## src/rtl/adc_serial_power_control_regs.svh

```systemverilog
// Constants for the serial conversion and power control block.
`ifndef ADC_SERIAL_POWER_CONTROL_REGS_SVH
`define ADC_SERIAL_POWER_CONTROL_REGS_SVH
`define FRAME_BITS 16
`define TRACK_EDGE 14
`define CTRL_RESET 16'h0000
`define WRITE_BIT_POS 15
`define REPEAT_BIT_POS 14
`define CH_MSB_POS 13
`define CH_LSB_POS 6
`define PARTIAL_SLEEP_BIT_POS 4
`define ALL_ONES_WORD 16'hFFFF
`define CLK_PERIOD_NS 25
`define PULSE_LIMIT_NS 100
`define PULSE_LIMIT_CYC ((`PULSE_LIMIT_NS) / (`CLK_PERIOD_NS))
`define IFACE_DELAY_US 500
`define IFACE_DELAY_CYC (((`IFACE_DELAY_US) * 1000) / (`CLK_PERIOD_NS))
`define REF_SETTLE_MS 6
`define REF_SETTLE_CYC (((`REF_SETTLE_MS) * 1000000) / (`CLK_PERIOD_NS))
`endif

```

## src/rtl/adc_serial_power_control_pkg.sv

```systemverilog
// Types shared by the serial conversion and power control block.
package adc_serial_power_control_pkg;
	typedef enum logic [1:0] {
		pwr_normal,
		pwr_partial,
		pwr_full
	} power_e;
	typedef struct packed {
		logic [3:0] result_channel_tag;
		logic [11:0] result;
	} out_word_s;
	typedef struct packed {
		logic tracking;
		logic partial_sleep;
		logic full_sleep;
		logic iface_ready;
		logic ref_ready;
		logic convert_start;
		logic [2:0] convert_channel;
	} status_s;
endpackage : adc_serial_power_control_pkg

```

## src/rtl/pin_sync.sv

```systemverilog
// Three-stage input synchroniser with agreement filter.
module pin_sync
#(
	parameter logic IDLE = 1'b0
)
(
	// Clock and reset.
	input wire logic sys_clk,
	input wire logic rstn,
	// Pin in and filtered level out.
	input wire logic pin,
	output logic level
);
	logic s1;
	logic s2;
	logic s3;
	always_ff @(posedge sys_clk or negedge rstn)
	begin
		if (!rstn)
		begin
			s1 <= IDLE;
			s2 <= IDLE;
			s3 <= IDLE;
		end
		else
		begin
			s1 <= pin;
			s2 <= s1;
			s3 <= s2;
		end
	end
	always_ff @(posedge sys_clk or negedge rstn)
	begin
		if (!rstn)
			level <= IDLE;
		else if (s2 == s3)
			level <= s3;
	end
endmodule : pin_sync

```

## src/rtl/adc_serial_power_control.sv

```systemverilog
// Serial frame, control register and power-down control of the converter.
module adc_serial_power_control
(
	// Clock and reset.
	input wire logic sys_clk,
	input wire logic rstn,
	// Serial link pins.
	input wire logic cs_n,
	input wire logic sclk,
	input wire logic din,
	output logic dout,
	output logic dout_oe,
	// Power-down and reset pin, active low.
	input wire logic powerdown_reset_pin_n,
	// Conversion result from the analog core.
	input wire logic [11:0] conv_result,
	// Status towards the analog core.
	output adc_serial_power_control_pkg::status_s status,
	output logic [15:0] control_word
);
`include "adc_serial_power_control_regs.svh"
	localparam logic [7:0] PULSE_CYC = 8'(`PULSE_LIMIT_CYC);
	localparam logic [23:0] IFACE_CYC = 24'(`IFACE_DELAY_CYC);
	localparam logic [23:0] REF_CYC = 24'(`REF_SETTLE_CYC);
	// ============================================================
	// Input synchronisers.
	logic cs_n_s;
	logic sclk_s;
	logic din_s;
	logic pd_s;
	pin_sync #(.IDLE(1'b1)) u_cs (.sys_clk(sys_clk), .rstn(rstn), .pin(cs_n),
		.level(cs_n_s));
	pin_sync #(.IDLE(1'b1)) u_sclk (.sys_clk(sys_clk), .rstn(rstn), .pin(sclk),
		.level(sclk_s));
	pin_sync u_din (.sys_clk(sys_clk), .rstn(rstn), .pin(din), .level(din_s));
	pin_sync #(.IDLE(1'b1)) u_pd (.sys_clk(sys_clk), .rstn(rstn), .pin(powerdown_reset_pin_n),
		.level(pd_s));
	logic cs_d;
	logic sclk_d;
	always_ff @(posedge sys_clk or negedge rstn)
	begin
		if (!rstn)
		begin
			cs_d <= 1'b1;
			sclk_d <= 1'b1;
		end
		else
		begin
			cs_d <= cs_n_s;
			sclk_d <= sclk_s;
		end
	end
	logic cs_fall;
	logic cs_rise;
	logic sclk_fall;
	assign cs_fall = cs_d & ~cs_n_s;
	assign cs_rise = ~cs_d & cs_n_s;
	assign sclk_fall = sclk_d & ~sclk_s & ~cs_n_s;
	// ============================================================
	// Power-down pin: short pulse resets, long low powers down.
	logic [7:0] low_cnt;
	logic pd_d;
	logic soft_reset;
	logic full_sleep;
	always_ff @(posedge sys_clk or negedge rstn)
	begin
		if (!rstn)
		begin
			low_cnt <= 8'h00;
			pd_d <= 1'b1;
		end
		else
		begin
			pd_d <= pd_s;
			if (pd_s)
				low_cnt <= 8'h00;
			else if (low_cnt <= PULSE_CYC)
				low_cnt <= low_cnt + 8'h01;
		end
	end
	assign full_sleep = ~pd_s & (low_cnt > PULSE_CYC);
	assign soft_reset = ~pd_d & pd_s;
	logic clear_all;
	assign clear_all = ~pd_s | soft_reset;
	// ============================================================
	// Start-up timers for interface and internal reference.
	logic [23:0] iface_cnt;
	logic [23:0] ref_cnt;
	always_ff @(posedge sys_clk or negedge rstn)
	begin
		if (!rstn)
		begin
			iface_cnt <= 24'h00_0000;
			ref_cnt <= 24'h00_0000;
		end
		else if (full_sleep)
		begin
			iface_cnt <= 24'h00_0000;
			ref_cnt <= 24'h00_0000;
		end
		else
		begin
			if (iface_cnt < IFACE_CYC)
				iface_cnt <= iface_cnt + 24'h00_0001;
			if (ref_cnt < REF_CYC)
				ref_cnt <= ref_cnt + 24'h00_0001;
		end
	end
	// ============================================================
	// Frame counter and shift registers.
	logic [4:0] edge_cnt;
	logic [15:0] in_shift;
	logic [15:0] out_shift;
	logic in_frame;
	always_ff @(posedge sys_clk or negedge rstn)
	begin
		if (!rstn)
			edge_cnt <= 5'h00;
		else if (clear_all || cs_fall)
			edge_cnt <= 5'h00;
		else if (sclk_fall && edge_cnt < 5'(`FRAME_BITS))
			edge_cnt <= edge_cnt + 5'h01;
	end
	always_ff @(posedge sys_clk or negedge rstn)
	begin
		if (!rstn)
			in_frame <= 1'b0;
		else if (clear_all || cs_rise)
			in_frame <= 1'b0;
		else if (cs_fall)
			in_frame <= 1'b1;
	end
	always_ff @(posedge sys_clk or negedge rstn)
	begin
		if (!rstn)
			in_shift <= 16'h0000;
		else if (sclk_fall && edge_cnt < 5'(`FRAME_BITS))
			in_shift <= {in_shift[14:0], din_s};
	end
	// ============================================================
	// Control register and power state.
	logic [15:0] ctrl;
	adc_serial_power_control_pkg::power_e pstate;
	logic write_done;
	assign write_done = cs_rise && in_frame && edge_cnt == 5'(`FRAME_BITS)
		&& in_shift[`WRITE_BIT_POS];
	// Writes before the interface is ready are ignored.
	logic write_ok;
	assign write_ok = write_done && iface_cnt >= IFACE_CYC;
	always_ff @(posedge sys_clk or negedge rstn)
	begin
		if (!rstn)
			ctrl <= `CTRL_RESET;
		else if (clear_all)
			ctrl <= `CTRL_RESET;
		else if (write_ok)
			ctrl <= in_shift;
	end
	always_ff @(posedge sys_clk or negedge rstn)
	begin
		if (!rstn)
			pstate <= adc_serial_power_control_pkg::pwr_normal;
		else if (full_sleep)
			pstate <= adc_serial_power_control_pkg::pwr_full;
		else if (clear_all)
			pstate <= adc_serial_power_control_pkg::pwr_normal;
		else
		begin
			case (pstate)
				adc_serial_power_control_pkg::pwr_normal:
					if (write_ok && in_shift[`PARTIAL_SLEEP_BIT_POS])
						pstate <= adc_serial_power_control_pkg::pwr_partial;
				adc_serial_power_control_pkg::pwr_partial:
					if (write_ok && !in_shift[`PARTIAL_SLEEP_BIT_POS])
						pstate <= adc_serial_power_control_pkg::pwr_normal;
				adc_serial_power_control_pkg::pwr_full:
					pstate <= adc_serial_power_control_pkg::pwr_normal;
				default:
					pstate <= adc_serial_power_control_pkg::pwr_normal;
			endcase
		end
	end
	// ============================================================
	// Channel selection: lowest selected channel in ascending order.
	logic [7:0] ch_mask;
	logic [7:0] done_mask;
	logic [7:0] pend;
	logic [2:0] next_ch;
	logic have_ch;
	logic wrap;
	assign ch_mask = ctrl[`CH_MSB_POS:`CH_LSB_POS];
	assign pend = ch_mask & ~done_mask;
	// Repeat mode starts the sequence again once every channel is done.
	assign wrap = pend == 8'h00 && ctrl[`REPEAT_BIT_POS];
	always_comb
	begin
		next_ch = 3'h0;
		have_ch = 1'b0;
		for (int i = 7; i >= 0; i--)
		begin
			if (wrap ? ch_mask[i] : pend[i])
			begin
				next_ch = 3'(i);
				have_ch = 1'b1;
			end
		end
	end
	logic conv_valid;
	logic conv_pending;
	logic [2:0] conv_ch;
	logic [3:0] last_tag;
	logic [11:0] last_result;
	always_ff @(posedge sys_clk or negedge rstn)
	begin
		if (!rstn)
		begin
			done_mask <= 8'h00;
			conv_valid <= 1'b0;
			conv_pending <= 1'b0;
			conv_ch <= 3'h0;
			last_tag <= 4'h0;
			last_result <= 12'h000;
		end
		else if (clear_all || write_ok)
		begin
			done_mask <= 8'h00;
			conv_valid <= 1'b0;
			conv_pending <= 1'b0;
		end
		else
		begin
			if (cs_fall)
			begin
				conv_pending <= pstate == adc_serial_power_control_pkg::pwr_normal && have_ch;
				conv_ch <= next_ch;
				if (have_ch && pstate == adc_serial_power_control_pkg::pwr_normal)
					done_mask <= (wrap ? 8'h00 : done_mask) | (8'h01 << next_ch);
			end
			if (cs_rise && in_frame)
			begin
				conv_valid <= conv_pending && edge_cnt == 5'(`FRAME_BITS);
				conv_pending <= 1'b0;
				if (conv_pending && edge_cnt == 5'(`FRAME_BITS))
				begin
					last_tag <= {1'b0, conv_ch};
					last_result <= conv_result;
				end
			end
		end
	end
	// ============================================================
	// Output word and data pin driver.
	adc_serial_power_control_pkg::out_word_s word;
	always_comb
	begin
		word.result_channel_tag = last_tag;
		word.result = last_result;
	end
	always_ff @(posedge sys_clk or negedge rstn)
	begin
		if (!rstn)
			out_shift <= `ALL_ONES_WORD;
		else if (cs_fall)
		begin
			if (pstate != adc_serial_power_control_pkg::pwr_normal || !conv_valid)
				out_shift <= `ALL_ONES_WORD;
			else
				out_shift <= word;
		end
		else if (sclk_fall)
			out_shift <= {out_shift[14:0], 1'b1};
	end
	always_ff @(posedge sys_clk or negedge rstn)
	begin
		if (!rstn)
		begin
			dout <= 1'b1;
			dout_oe <= 1'b0;
		end
		else
		begin
			if (cs_fall)
				dout <= (pstate != adc_serial_power_control_pkg::pwr_normal || !conv_valid)
					? 1'b1 : word[15];
			else if (sclk_fall)
				dout <= out_shift[14];
			if (clear_all || cs_rise)
				dout_oe <= 1'b0;
			else if (cs_fall && pstate != adc_serial_power_control_pkg::pwr_full)
				dout_oe <= 1'b1;
			else if (sclk_fall && edge_cnt == 5'(`FRAME_BITS - 1))
				dout_oe <= 1'b0;
		end
	end
	// ============================================================
	// Status outputs.
	always_ff @(posedge sys_clk or negedge rstn)
	begin
		if (!rstn)
		begin
			status <= '0;
			control_word <= `CTRL_RESET;
		end
		else
		begin
			status.tracking <= !in_frame || edge_cnt >= 5'(`TRACK_EDGE);
			status.partial_sleep <= pstate == adc_serial_power_control_pkg::pwr_partial;
			status.full_sleep <= full_sleep;
			status.iface_ready <= iface_cnt >= IFACE_CYC;
			status.ref_ready <= ref_cnt >= REF_CYC;
			status.convert_start <= cs_fall && pstate == adc_serial_power_control_pkg::pwr_normal;
			status.convert_channel <= next_ch;
			control_word <= ctrl;
		end
	end
endmodule : adc_serial_power_control

```

## config.mk

```make
export PLATFORM = sky130hd
export DESIGN_NAME = adc_serial_power_control
export DESIGN_NICKNAME = d
export VERILOG_FILES = /design/src/rtl/adc_serial_power_control_pkg.sv /design/src/rtl/pin_sync.sv /design/src/rtl/adc_serial_power_control.sv
export VERILOG_INCLUDE_DIRS = /design/src /design/src/rtl
export SDC_FILE = /design/constraint.sdc
export NUM_CORES = 1
export LEC_CHECK = 0
export ABC_CLOCK_PERIOD_IN_PS = 5100
export BUFFER_PORTS_ARGS = -buffer_cell sky130_fd_sc_hd__buf_2
export CORE_ASPECT_RATIO = 0.9
export CORE_MARGIN = 2
export CORE_UTILIZATION = 50
export DETAILED_ROUTE_END_ITERATION = 10
export PLACE_DENSITY = 0.7
export SLEW_MARGIN = 20
export SYNTH_ARGS = -nofsm -noshare
export SYNTH_HDL_FRONTEND = slang
export SYNTH_SLANG_ARGS = --single-unit
```

## constraint.sdc

```tcl
create_clock -name sys_clk -period 5.1 [get_ports sys_clk]
set_input_delay 1.53 -clock sys_clk [delete_from_list [all_inputs] [get_ports sys_clk]]
set_output_delay 1.53 -clock sys_clk [all_outputs]
set_load 0.01 [all_outputs]
```

* Word-level counts from Yosys, hierarchy flattened *
Cells that the tools add are included.

word-level totals
  logic and storage cells = 182
  register bits after elaboration = 185
  bits of input ports = 18
  output and inout port bits = 27

operators by class
  muxes and demuxes = 59
  reductions and logical operators = 40
  equal/unequal tests = 10
  $add $sub $neg = 4
  bitwise logic cells = 16
  shift-type cells = 1
  magnitude comparators = 8

operators by type and width
  cell                                                                  number
  2-to-1 mux 24 bit                                                     4
  adder 24 x 1 -> 24 bit (second input constant)                        2
  2-to-1 mux 8 bit                                                      6
  2-to-1 mux 15 bit                                                     3
  2-to-1 mux 16 bit                                                     2
  2-to-1 mux 1 bit                                                      29
  greater-or-equal comparator 24 x 15 -> 1 bit (second input constant)  1
  greater-or-equal comparator 24 x 18 -> 1 bit (second input constant)  1
  less-than comparator 24 x 15 -> 1 bit (second input constant)         1
  less-than comparator 24 x 18 -> 1 bit (second input constant)         1
  2-to-1 mux 3 bit                                                      8
  nonzero test 2 bit                                                    11
  logical AND 1 bit                                                     13
  2-to-1 mux 5 bit                                                      2
  adder 8 x 1 -> 8 bit (second input constant)                          1
  bitwise AND 8 bit                                                     1
  greater-than comparator 8 x 3 -> 1 bit (second input constant)        1
  less-or-equal comparator 8 x 3 -> 1 bit (second input constant)       1
  zero test 8 bit                                                       1
  2-to-1 mux 2 bit                                                      4
  != test 4 bit (second input constant)                                 2
  inverter 8 bit                                                        1
  bitwise OR 8 bit                                                      1
  left shift 1 x 3 -> 8 bit (first input constant)                      1
  18 further kinds                                                      40

* Longest topological paths before layout *
  depth in word-level cells = 18
  mapped depth = 10
  gate-level depth less buffers = 9

* Modules after synthesis *
From an unflattened synthesis, not the netlist that was laid out.

second synthesis, totals
  cell total of the unflattened synthesis = 660
  area, all modules = 7,581.0 um2

modules (own cells, without submodules)
  module                    area each (um2)  seq. area each (um2)  cells each  times used
  adc_serial_power_control  7,120.6          4,252.8               640         1
  pin_sync (u_cs ...)       116.4            105.1                 5           3
  pin_sync (u_din)          111.4            100.1                 5           1

* Least setup slack after synthesis *
Ideal clock, no wire load.

  path kind = register to register
  from = register iface_cnt[8]
  to = register last_result[10]
  library setup time = 0.125 ns
  required time = 4.975 ns
  data arrival time = 2.057 ns
  stages on the path, launching flop included = 8
  setup slack = 2.918 ns
  clock period less this slack = 2.182 ns
  cells stage by stage = dfrtp_1 nor4_1 o21ai_1 o311ai_2 nand2_1 nor2_2 buf_4 mux2_2

on the way
  cells in the longest elaborated chain, start to end = 5

ends and longest elaborated chain
  element                                       RTL line                         text
  start: declaration                            adc_serial_power_control.sv:87   logic [23:0] iface_cnt;
  start signal: assignment                      adc_serial_power_control.sv:104  iface_cnt <= iface_cnt + 24'h00_0001;
  greater-or-equal comparator 24 x 15 -> 1 bit  adc_serial_power_control.sv:149  assign write_ok = write_done && iface_cnt >= IFACE_CYC;
  logical AND 1 bit                             adc_serial_power_control.sv:149
  logical OR 1 bit                              adc_serial_power_control.sv:224  else if (clear_all || write_ok)
  inverter 1 bit (no source line)               -
  AND reduction 3 bit (no source line)          -
  end signal: assignment                        adc_serial_power_control.sv:246  last_result <= conv_result;
  end: declaration                              adc_serial_power_control.sv:212  logic [11:0] last_result;

No other way between the ends.
A chain may end at the register's enable or synchronous reset.

* Worst setup path in the final report *
  from = register iface_cnt[8]
  to = register last_tag[1]

on the way
  cells in the longest elaborated chain, start to end = 5

ends and longest elaborated chain
  element                                       RTL line                         text
  greater-or-equal comparator 24 x 15 -> 1 bit  adc_serial_power_control.sv:149
  logical AND 1 bit                             adc_serial_power_control.sv:149
  logical OR 1 bit                              adc_serial_power_control.sv:224
  inverter 1 bit (no source line)               -
  AND reduction 3 bit (no source line)          -
  end signal: assignment                        adc_serial_power_control.sv:245  last_tag <= {1'b0, conv_ch};
  end: declaration                              adc_serial_power_control.sv:211  logic [3:0] last_tag;

No other way between the ends.

==> results by stage <==
Yosys:
- The number of synthesis warnings is 0.
- Summing the sequential cell areas from Yosys gives 61.4% of the chip area.
- Dividing the synthesized area by the synthesized cell count gives 11.7 um^2.
- Counting flops with a built-in enable in the synthesized netlist gives 0.
- The most area-hungry cell type in the Yosys netlist is dfrtp_1.
- The post-synthesis instance area is 7600 um^2.
- Of all flip-flops after synthesis, the portion carrying an async set or reset was 100%.
- In the synthesized netlist, the number of instances is 651.
- When the netlist entered floorplanning its net count stood at 678.
- The register bit total from synthesis is 185.
- Yosys mapped the design onto 63 distinct sky130hd cell types.
- In the post-synthesis netlist, the biggest area contributors are dfrtp_1 51%, dfstp_2 11%, mux2_2 4.3%.
- In the synthesized netlist the dominant register cell turns out to be dfrtp_1.
- In this run the biggest area consumer among cell types represents 50.7% of the synthesized area.

Pwr:
- The static leakage power is 0.00426 uW.
- The part of the power in registers is 52.1%.
- The power per cell area is 393 nW/um^2.
- The fraction of power spent switching nets is 26.4%.
- The worst-case vdd ir drop is 0.402 mV.
- Summed over all nets, the switching power comes to 895 uW.
- The logic gate share of total power is 12.1%.
- Of the total power, the clock network draws 35.8%.
- The internal portion of the total power is 2500 uW.

STA:
- Setup repair after global routing left no endpoint under its margin.
- The setup total negative slack is 0 ps.
- The count of final hold-check violations is 0.
- The maximum clock skew at final layout is 7.49 ps.
- The worst path uses 58.5% of the clock period.
- The worst path in the final design needs a cycle of 2980 ps, including I/O delays and setup.
- Setup violations remaining at the end of the flow were counted as 0.
- The transition time at the pin with the least slew margin is 865 ps.
- The highest attainable clock frequency is 0.335 GHz.
- The normalized max-slew margin is 42.2%.
- The count of pins over their slew limit is 0.
- Across all setup checks in the final design, the least slack found is 2120 ps.

Critical path:
- The worst setup path is captured at a flop.
- The required time at the worst-slack endpoint is 5410 ps.
- The worst-path cell with the longest stage delay is nor2_2.
- The critical path startpoint category is a flop.
- The peak per-stage delay on the critical path is 710 ps.
- The worst setup path is of the reg2reg kind.
- Traced cell by cell, the critical path runs through nor4_1 -> o21ai_1 -> o311ai_4 -> buf_4 -> nand2_1 -> nor2_2 -> mux2_2.
- The endpoint arrival time on the critical path is 3290 ps.
- The maximum fanout along the worst path is 20.

CTS:
- For the worst-skew pair, the clock arrives at the later sink with an insertion delay of 430 ps.
- The setup fix buffers added after clock tree synthesis is 0.
- The cell at the root of the clock tree is clkbuf_16.
- The deepest clock path buffer count is 2.
- After clock tree synthesis, the repair step resized 0 gates.
- The hold buffer count at CTS is 0.
- The clock net in this run drives a total of 185 sinks.
- After clock tree synthesis, the clock-pin slew on the worst setup and hold paths is 60 ps.
- The clock tree synthesis step divided the H-tree into 4 levels.
- TritonCTS built the clock tree.
- The clock buffer count from CTS is 17.

Floorplan:
- The die height is 121 um.
- The die outline width is 134 um.
- For this configuration, the core starts out at a cell density of 51.5%.
- The number of top-level design ports is 45.
- The floorplan has 42 rows.
- The core outline area is 14800 um^2.
- The die area is 16200 um^2.

Global route:
- Entering global routing, the biggest net connects 75 pins.
- The total overflow left after global routing is 0.
- Global routing used 18.5% of the available tracks.
- The via count of the first global-routing pass is 4988.
- The number of antenna violations at the first check in global routing is 0.
- The first-pass GRT wire length is 23700 um.

Flow run:
- The max-cap check violation count is 0.

Drt:
- After detailed routing, the average wire length per cell comes to 14.9 um.
- Dividing the detail-routed via count by the number of cells gives 5.40.
- The total wire length is 13600 um.
- The detailed-routing iteration count for the pre-antenna-repair pass is 4.
- The detail route stage leaves a number of antenna-violating nets equal to 0.
- The detailed router finished its first iteration with 331 violations.
- The remaining design rule violation count is 0.
- The number of vias after detailed routing is 4915.

Layout:
- The number of nets in the layout is 727.
- The ratio of cells with drive above 1 in the final layout is 22.9%.
- The most frequent standard cell in the layout excluding fill and tap cells is dfrtp_1.
- In the layout the commonest cells are 154 x dfrtp_1, 68 x nor2_1, 66 x nand2_1.
- The antenna cell count is 0.
- The layout overhead on the synthesized area is 13.4%.

Status:
- The flow ran to the end, and the final reports show no timing, DRC or antenna violations.

Placed design:
- The detailed-placement wirelength estimate is 9090 um.
- Prior to clock tree synthesis, the placed netlist has a worst setup slack of 2130 ps.
- The port buffer count is 44.
- The weighted congestion reported at the end of routability-driven placement is 0.816.

Worst hold path:
- The min-delay analysis places its worst path in the category reg2reg.
-- cell families (layout without fill, tap and decap cells) --
kind of cell,count (synthesis),after routing,synth area share (%)
DFF,185,185,61.4
buffers and inverters,44,106,2.25
adders and majority gates,13,13,2.01
muxes,47,47,6.70
xor gates and xnor gates,30,30,3.46
and+or+nand+nor,253,253,16.8
AOI/OAI and AO/OA,79,79,7.42
-- path summary, 6_finish.rpt --
kind | from | to | slack, ps | cells after the start
max | iface_cnt[8]$_DFFE_PN0P_ | last_tag[1]$_DFFE_PN0P_ | 2120 | 7
min | u_din.s1$_DFF_PN0_ | u_din.s2$_DFF_PN0_ | 350 | 0
max reg2reg | iface_cnt[8]$_DFFE_PN0P_ | last_tag[1]$_DFFE_PN0P_ | 2120 | 7
min reg2reg | u_din.s1$_DFF_PN0_ | u_din.s2$_DFF_PN0_ | 350 | 0
max in group asynchronous | rstn | out_shift[10]$_DFFE_PN1P_ | 3030 | 2
min in group asynchronous | rstn | done_mask[7]$_DFFE_PN0P_ | 1100 | 1
-- cell type report --
class                   count  area (um^2)
fillers                  1195         6140
flip-flops and latches    185         4670
multi-input cells         422         2780
clock buffers              23          488
repair buffers             51          292
well taps                 198          248
inverters                  23         86.3
clock inverters             9         65.1
-- sequential cells by signal (all words and copies together) (netlist names), 2 cells and up --
| register | count |
|---|---|
| control_word | 16 |
| conv_ch | 3 |
| ctrl | 16 |
| done_mask | 8 |
| edge_cnt | 5 |
| iface_cnt | 24 |
| in_shift | 16 |
| last_result | 12 |
| last_tag | 3 |
| low_cnt | 8 |
| out_shift | 15 |
| pstate | 2 |
| ref_cnt | 24 |
| status | 9 |
-- worst max-delay path, delay by kind of cell (launching register included) --
kind	cells	cell delay, ps
mux	1	420
simple gates	3	1190
flops	1	440
compound gates	2	460
buf+inv	1	340
-- power by group through the flow --
stage	clock network [uW]	logic, uW	registers (uW)
5_1_grt	1320	477	1790
3_5_place_dp	0	416	1790
4_1_cts	1250	420	1770
2_1_floorplan	0	307	1760
6_report	1210	411	1770
3_3_place_gp	0	389	1780
-- through the flow --
stage                     utilization [%]  hold WS (ps)  std cells  area (um^2)  power (uW)
final                                58.4           351        911         8620        3390
after global routing                 58.4           362        911         8620        3580
after CTS                            58.4           352        911         8620        3440
after detailed placement             54.7           338        879         8070        2210
after global placement               54.7           336        879         8070        2170
after floorplan                         -           331        651         7600        2070
-- cell usage after synthesis, types with 9 or more instances --
| cell type | number |
|---|---|
| a21oi_1 | 19 |
| a31oi_1 | 11 |
| and3_1 | 9 |
| clkbuf_1 | 15 |
| dfrtp_1 | 154 |
| dfstp_2 | 31 |
| ha_1 | 9 |
| inv_1 | 23 |
| mux2_2 | 29 |
| mux2i_1 | 16 |
| nand2_1 | 66 |
| nand3_1 | 24 |
| nand4_1 | 13 |
| nor2_1 | 69 |
| nor2b_1 | 23 |
| nor3_1 | 12 |
| o21ai_0 | 17 |
| xor2_1 | 22 |
-- layer usage --
| layer | GRT usage [%] | wire length (um) | share of wire (%) |
|---|---|---|---|
| met5 | 0 | 0 | 0 |
| met4 | 5.98 | 145 | 1.1 |
| met3 | 5.39 | 597 | 4.4 |
| met2 | 30.3 | 6770 | 50 |
| met1 | 23.8 | 6060 | 45 |
Power figures use the tool's default switching activity.
